### config.mk
export PLATFORM = sky130hd
export DESIGN_NAME = comparator_digital_control
export DESIGN_NICKNAME = d
export VERILOG_FILES = /design/src/cmp_ctrl_pkg.sv /design/src/comparator_digital_control.sv
export SDC_FILE = /design/constraint.sdc
export NUM_CORES = 1
export LEC_CHECK = 0
export ABC_AREA = 1
export BUFFER_PORTS_ARGS = -buffer_cell sky130_fd_sc_hd__buf_2
export CAP_MARGIN = 0
export CORE_MARGIN = 5
export CORE_UTILIZATION = 51
export DETAILED_ROUTE_END_ITERATION = 7
export PLACE_DENSITY = 0.83
export RECOVER_POWER = 25
export SYNTH_ARGS = -nofsm -noshare
export SYNTH_HDL_FRONTEND = slang
export SYNTH_SLANG_ARGS = --single-unit
### constraint.sdc
create_clock -name ref_clk -period 2.51 [get_ports ref_clk]
set_input_delay 0.1255 -clock ref_clk [delete_from_list [all_inputs] [get_ports ref_clk]]
set_output_delay 0.1255 -clock ref_clk [all_outputs]
set_load 0.01 [all_outputs]
### src/cmp_ctrl_pkg.sv
// ==========================================================================
// Shared constants and carriers for the comparator control block.
package cmp_ctrl_pkg;

  // ========================================================================
  // Special-function register addresses.
  localparam logic [7:0] ctrl_addr       = 8'h9b;
  localparam logic [7:0] mode_addr       = 8'h9d;

  // ========================================================================
  // Control register field positions and reset value.
  localparam int         ctl_on_bit      = 7;
  localparam int         ctl_result_bit  = 6;
  localparam int         ctl_rise_bit    = 5;
  localparam int         ctl_fall_bit    = 4;
  localparam int         ctl_hyp_lsb     = 2;
  localparam int         ctl_hyn_lsb     = 0;
  localparam logic [7:0] ctrl_reset      = 8'h00;

  // ========================================================================
  // Mode register field positions and reset value.
  localparam int         mode_rie_bit    = 5;
  localparam int         mode_fie_bit    = 4;
  localparam int         mode_speed_lsb  = 0;
  localparam logic [1:0] speed_reset     = 2'h2;
  localparam logic [7:0] mode_reset      = 8'h02;

  // ========================================================================
  // Settings sent to the analog core.
  typedef struct packed {
    logic       power_on;
    logic [1:0] positive_hysteresis_sel;
    logic [1:0] negative_hysteresis_sel;
    logic [1:0] response_speed_sel;
  } analog_cfg_t;

endpackage

### src/comparator_digital_control.sv
`timescale 1ns/1ns
// Functional notes
// - Comparator powered and running only while the enable bit is one.
// - Disabled comparator forces routed outputs low and removes its supply.
// - Result bit reads one when positive input exceeds negative, readable anytime.
// - Each rising output edge sets the sticky rising-edge flag.
// - Each falling output edge sets the sticky falling-edge flag.
// - Edge flags are read-write; only a software write of zero clears them.
// - Rising edge requests an interrupt only when its enable is set.
// - Falling edge requests an interrupt only when its enable is set.
// - Bits 3:2 select positive hysteresis for the analog core.
// - Bits 1:0 select negative hysteresis for the analog core.
// - Offer a latched clock-synchronised output and a raw asynchronous output.
// - Raw output follows the comparator without any clock, even in stop.
// - Comparator output also feeds chip reset and counter-array channel kill.
// - Control register at 0x9B, on every page, resets to zero.
// - Response-time setting passes to the analog core.
// - Mode register at 0x9D holds rise enable bit 5, fall enable bit 4.
// - Mode register response field selects modes zero to three, resets to two.
module comparator_digital_control
  import cmp_ctrl_pkg::*;
(
  // Clock and reset.
  input  wire logic        ref_clk,
  input  wire logic        reset_n,
  // Special-function register bus.
  input  wire logic [7:0]  sfr_addr,
  input  wire logic        sfr_wr,
  input  wire logic        sfr_rd,
  input  wire logic [7:0]  sfr_wdata,
  output logic      [7:0]  sfr_rdata,
  // Analog comparator core.
  input  wire logic        core_compare,
  output analog_cfg_t      analog_cfg,
  // Comparator outputs to pins and system.
  output logic             latched_compare_out,
  output logic             raw_compare_out,
  output logic             reset_source,
  output logic             counter_array_kill,
  output logic             irq_request
);

  // ========================================================================
  // Register state.
  logic       comparator_on, next_comparator_on;
  logic       rise_edge_flag, next_rise_edge_flag;
  logic       fall_edge_flag, next_fall_edge_flag;
  logic [1:0] positive_hysteresis_sel, next_positive_hysteresis_sel;
  logic [1:0] negative_hysteresis_sel, next_negative_hysteresis_sel;
  logic       rise_irq_enable, next_rise_irq_enable;
  logic       fall_irq_enable, next_fall_irq_enable;
  logic [1:0] response_speed_sel, next_response_speed_sel;
  logic [7:0] next_sfr_rdata;
  logic       next_irq_request;

  // Synchroniser stages and previous-cycle value.
  logic       sync_a, sync_b, sync_c, compare_result, prev_result;
  logic       next_compare_result;
  logic       rise_seen, fall_seen;
  logic       ctrl_wr, mode_wr;

  // ========================================================================
  // Raw path: no flip-flop, so it keeps working when the clock stops.
  // raw clockless path
  always_comb begin
    // Combinational on purpose: this output must keep working while the clock is stopped.
    raw_compare_out = comparator_on & core_compare;
  end

  // Synchronise the core output through three stages; accept on agreement.
  // Only the second stage reads the first, so a metastable first stage stays contained.
  always_ff @(posedge ref_clk or negedge reset_n) begin
    if (!reset_n) begin
      sync_a         <= 1'b0;
      sync_b         <= 1'b0;
      sync_c         <= 1'b0;
      compare_result <= 1'b0;
      prev_result    <= 1'b0;
    end else begin
      sync_a         <= raw_compare_out;
      sync_b         <= sync_a;
      sync_c         <= sync_b;
      compare_result <= next_compare_result;
      prev_result    <= compare_result;
    end
  end

  // Update the accepted result only when stages two and three agree.
  always_comb begin
    next_compare_result = (sync_b == sync_c) ? sync_c : compare_result;
  end

  always_comb begin
    rise_seen = compare_result & ~prev_result;
    fall_seen = ~compare_result & prev_result;
  end

  // ========================================================================
  // Register writes and flag updates.
  // control decode
  always_comb begin
    ctrl_wr = sfr_wr && (sfr_addr == ctrl_addr);
    mode_wr = sfr_wr && (sfr_addr == mode_addr);
  end

  // Next register values; an edge wins over a clearing write in the same cycle.
  always_comb begin
    next_comparator_on           = comparator_on;
    next_positive_hysteresis_sel = positive_hysteresis_sel;
    next_negative_hysteresis_sel = negative_hysteresis_sel;
    next_rise_irq_enable         = rise_irq_enable;
    next_fall_irq_enable         = fall_irq_enable;
    next_response_speed_sel      = response_speed_sel;
    next_rise_edge_flag          = rise_edge_flag;
    next_fall_edge_flag          = fall_edge_flag;
    if (ctrl_wr) begin
      next_comparator_on           = sfr_wdata[ctl_on_bit];
      next_positive_hysteresis_sel = sfr_wdata[ctl_hyp_lsb +: 2];
      next_negative_hysteresis_sel = sfr_wdata[ctl_hyn_lsb +: 2];
      next_rise_edge_flag          = sfr_wdata[ctl_rise_bit];
      next_fall_edge_flag          = sfr_wdata[ctl_fall_bit];
    end
    if (mode_wr) begin
      next_rise_irq_enable    = sfr_wdata[mode_rie_bit];
      next_fall_irq_enable    = sfr_wdata[mode_fie_bit];
      next_response_speed_sel = sfr_wdata[mode_speed_lsb +: 2];
    end
    if (rise_seen) begin
      next_rise_edge_flag = 1'b1;
    end
    if (fall_seen) begin
      next_fall_edge_flag = 1'b1;
    end
  end

  // Read data, registered so the bus output comes from a flip-flop.
  always_comb begin
    next_sfr_rdata = 8'h00;
    if (sfr_rd && sfr_addr == ctrl_addr) begin
      next_sfr_rdata[ctl_on_bit]        = next_comparator_on;
      next_sfr_rdata[ctl_result_bit]    = compare_result;
      next_sfr_rdata[ctl_rise_bit]      = rise_edge_flag;
      next_sfr_rdata[ctl_fall_bit]      = fall_edge_flag;
      next_sfr_rdata[ctl_hyp_lsb +: 2]  = positive_hysteresis_sel;
      next_sfr_rdata[ctl_hyn_lsb +: 2]  = negative_hysteresis_sel;
    end else if (sfr_rd && sfr_addr == mode_addr) begin
      next_sfr_rdata[mode_rie_bit]        = rise_irq_enable;
      next_sfr_rdata[mode_fie_bit]        = fall_irq_enable;
      next_sfr_rdata[mode_speed_lsb +: 2] = response_speed_sel;
    end
  end

  always_comb begin
    next_irq_request = (next_rise_edge_flag & next_rise_irq_enable) |
                       (next_fall_edge_flag & next_fall_irq_enable);
  end

  // Register all state and every output except raw_compare_out.
  always_ff @(posedge ref_clk or negedge reset_n) begin
    if (!reset_n) begin
      comparator_on           <= ctrl_reset[ctl_on_bit];
      rise_edge_flag          <= ctrl_reset[ctl_rise_bit];
      fall_edge_flag          <= ctrl_reset[ctl_fall_bit];
      positive_hysteresis_sel <= ctrl_reset[ctl_hyp_lsb +: 2];
      negative_hysteresis_sel <= ctrl_reset[ctl_hyn_lsb +: 2];
      rise_irq_enable         <= mode_reset[mode_rie_bit];
      fall_irq_enable         <= mode_reset[mode_fie_bit];
      response_speed_sel      <= speed_reset;
      sfr_rdata               <= 8'h00;
      irq_request             <= 1'b0;
      // The analog core sees the reset settings, response mode two included, during reset.
      analog_cfg              <= '{power_on:                ctrl_reset[ctl_on_bit],
                                   positive_hysteresis_sel: ctrl_reset[ctl_hyp_lsb +: 2],
                                   negative_hysteresis_sel: ctrl_reset[ctl_hyn_lsb +: 2],
                                   response_speed_sel:      speed_reset};
      latched_compare_out     <= 1'b0;
      reset_source            <= 1'b0;
      counter_array_kill      <= 1'b0;
    end else begin
      comparator_on           <= next_comparator_on;
      rise_edge_flag          <= next_rise_edge_flag;
      fall_edge_flag          <= next_fall_edge_flag;
      positive_hysteresis_sel <= next_positive_hysteresis_sel;
      negative_hysteresis_sel <= next_negative_hysteresis_sel;
      rise_irq_enable         <= next_rise_irq_enable;
      fall_irq_enable         <= next_fall_irq_enable;
      response_speed_sel      <= next_response_speed_sel;
      sfr_rdata               <= next_sfr_rdata;
      irq_request             <= next_irq_request;
      analog_cfg <= '{power_on:                next_comparator_on,
                      positive_hysteresis_sel: next_positive_hysteresis_sel,
                      negative_hysteresis_sel: next_negative_hysteresis_sel,
                      response_speed_sel:      next_response_speed_sel};
      latched_compare_out     <= next_compare_result & next_comparator_on;
      reset_source            <= next_compare_result & next_comparator_on;
      counter_array_kill      <= next_compare_result & next_comparator_on;
    end
  end

endmodule // comparator_digital_control

==> flow_metrics.env <==
export IMPL_crit_type="in -> reg"
export IMPL_syn_area_sq_mm=0.00109
export IMPL_grt_max_degree=27
export IMPL_initial_core_util=0.546
export IMPL_diodes=0
export IMPL_clk_pin_slew_ps=120
export IMPL_setup_viol=0
export IMPL_place_inst=171
export IMPL_portBuffers=39
export IMPL_rsz0062_at_grt="no"
export IMPL_final_max_slew_violation_count=0
export IMPL_grtUsageTotal=0.128
export IMPL_cts_htree_levels=1
export IMPL_outcome="finished clean"
export IMPL_grt_pass1_vias=768
export IMPL_slew_headroom=0.643
export IMPL_syn_nets=129
export IMPL_fmax_mhz=773
export IMPL_cts_buffer_depth=2
export IMPL_vias=800
export IMPL_ant_nets=0
export IMPL_drt_wl_total_microns=1870
export IMPL_cts_tree="built"
export IMPL_grt_overflow=0
export IMPL_finalSetupTns_ps=0
export IMPL_synth_area_per_cell_sq_um=10.1
export IMPL_layout_nets=171
export IMPL_cts_setup_buffers=0
export IMPL_rows=16
export IMPL_vias_per_cell=4.55
export IMPL_clockRootBuffer="clkbuf_4"
export IMPL_core_area_sq_mm=0.00200
export IMPL_final_cells=176
export IMPL_syn_inst=108
export IMPL_startpoint_type="input pin"
export IMPL_ys_seq_elements=26
export IMPL_wire_per_inst_microns=10.6
export IMPL_max_stage_delay_ps=340
export IMPL_drive_gt1_frac=0.389
export IMPL_die_area_sq_mm=0.00317
export IMPL_peakVddDrop_mv=0.399
export IMPL_insertion_delay_ps=300
export IMPL_cts_buffers=3
export IMPL_synth_top_area_frac=0.572
export IMPL_drc=0
export IMPL_critPathArrivalTime_ps=1490
export IMPL_die_h_microns=56.3
export IMPL_detail_route_first_pass_iterations=4
export IMPL_required_ps=2700
export IMPL_pin_count=41
export IMPL_worst_path_stages=9
export IMPL_cp_num_buf_inv=3
export IMPL_path_max_fanout=7
export IMPL_drtIter0Drc=16
export IMPL_max_slew_worst_pin_slew_ps=535
export IMPL_layout_commonest_cell="buf_2"
export IMPL_hold_violations=0
export IMPL_synth_top_cell_by_area="dfrtp_1"
export IMPL_fin_crit_sh=0.516
export IMPL_fin_crit_ps=1290
export IMPL_antenna_found_initial=0
export IMPL_powerDensity_mw_per_mm2=544
export IMPL_yosys_top_cells_area="dfrtp_1, nand2_1, inv_1, o21ai_0, nand3_4"
export IMPL_gp_congestion=0.706
export IMPL_clock_sinks=26
export IMPL_grt_pass1_wl_microns=3320
export IMPL_reg2reg_depth=5
export IMPL_p_leak_nw=0.747
export IMPL_ys_types=22
export IMPL_chipWidth_microns=56.3
export IMPL_ys_seq_area_frac=0.596
export IMPL_path_cells="buf_2, inv_1, nand2_2, nor2_1, nand3_1, clkinvlp_2, nand2_1, o21ai_2, nor2_2"
export IMPL_hold_path_class="in -> reg"
export IMPL_cp_slowest_cell="nand3_1"
export IMPL_finClkSkew_ps=3.96
export IMPL_fillerInstances=162
export IMPL_crit_path_end_kind="register"
export IMPL_critical_path_top_delay_family="simple AND/OR/NAND/NOR gates"
export IMPL_area_delta_synth_final_pct=18.9
export IMPL_yosysWarnings=0
export IMPL_dp_final_hpwl_microns=1500
export IMPL_whs_path_depth=3
export IMPL_mostFrequentLayoutCells="buf_2, dfrtp_1, nand2_1"
export IMPL_cap_violations=0
path summary, 6_finish.rpt:
kind,from,end,slack [ps]
worst min-delay path,core_compare,sync_a,20
worst max register to register,compare_result,irq_request,1550
max in group asynchronous,reset_n,response_speed_sel[1],1830
worst max-delay path,sfr_addr[6],sfr_rdata[7],1220
worst min register to register,sync_a,sync_b,370
min in group asynchronous,reset_n,negative_hysteresis_sel[0],320
timing repair:
item,4_1_cts,5_1_grt
hold buffers,1,0
resized for setup,0,0
hold endpoints to repair,25,0
cell usage after synthesis:
library cell  instances
dfrtp_1              25
nand2_1              21
inv_1                16
o21ai_0               8
nand3_1               6
buf_4                 3
inv_2                 3
nand2_2               3
nor2_1                3
nor2_2                3
o21ai_2               3
nand3_4               2
nand4_1               2
o21ai_1               2
and3_1                1
clkinv_2              1
dfstp_2               1
nand3_2               1
nor2_4                1
nor2_8                1
o21a_1                1
or2_2                 1
through the flow:
step	setup WS [ps]	power [mW]	hold slack, ps	utilization	area [sq um]
CTS	1380	0.720	11.4	0.673	1350
global placement	1430	0.520	137	0.649	1300
floorplan	1620	0.485	-170	-	1090
detailed placement	1380	0.523	146	0.649	1300
global route	1020	0.740	22.9	0.649	1300
finish	1220	0.708	16.7	0.649	1300
per-layer routing:
metal  up-vias  GRT usage  routed length, microns
li1        413          -                       -
met1       368      0.159                     780
met2        19      0.222                     961
met3         0     0.0413                     123
met4         0     0.0203                       0
met5         -          0                       0
worst reg2reg max path: cells and delay by family, from the launching register on:
kind,cells,cell delay [ps]
DFF,1,360
and+or+nand+nor,4,470
buffers and inverters,1,70
kinds of logic (layout without fill, tap and decap cells):
group | Yosys count | in the layout | share of synthesized area
and+or+nand+nor | 45 | 45 | 0.237
DFF | 26 | 26 | 0.596
buffers and inverters | 23 | 64 | 0.0904
AOI/OAI and AO/OA | 14 | 14 | 0.0767
cell type report:
cell class                 instances  area (sq um)  share of cell area
sequential                        26           652               0.501
multi-input combinational         59           297               0.228
timing repair buffer              40           205               0.158
inverter                          20          76.3              0.0587
clock buffer                       4          36.3              0.0279
tap                               27          33.8              0.0260
sequential cells by signal, indices dropped and copies added, names as in the netlist, 2 cells and up:
register                 flops
negative_hysteresis_sel      2
sfr_rdata                    8
response_speed_sel           2
positive_hysteresis_sel      2
power breakdown:
part | leakage (nW) | switching (mW) | internal, mW | total [mW]
registers | 0.339 | 0.00853 | 0.434 | 0.443
logic | 0.387 | 0.0387 | 0.0282 | 0.0670
clock network | 0.0210 | 0.110 | 0.0884 | 0.198
(Power assumes the default switching activity.)
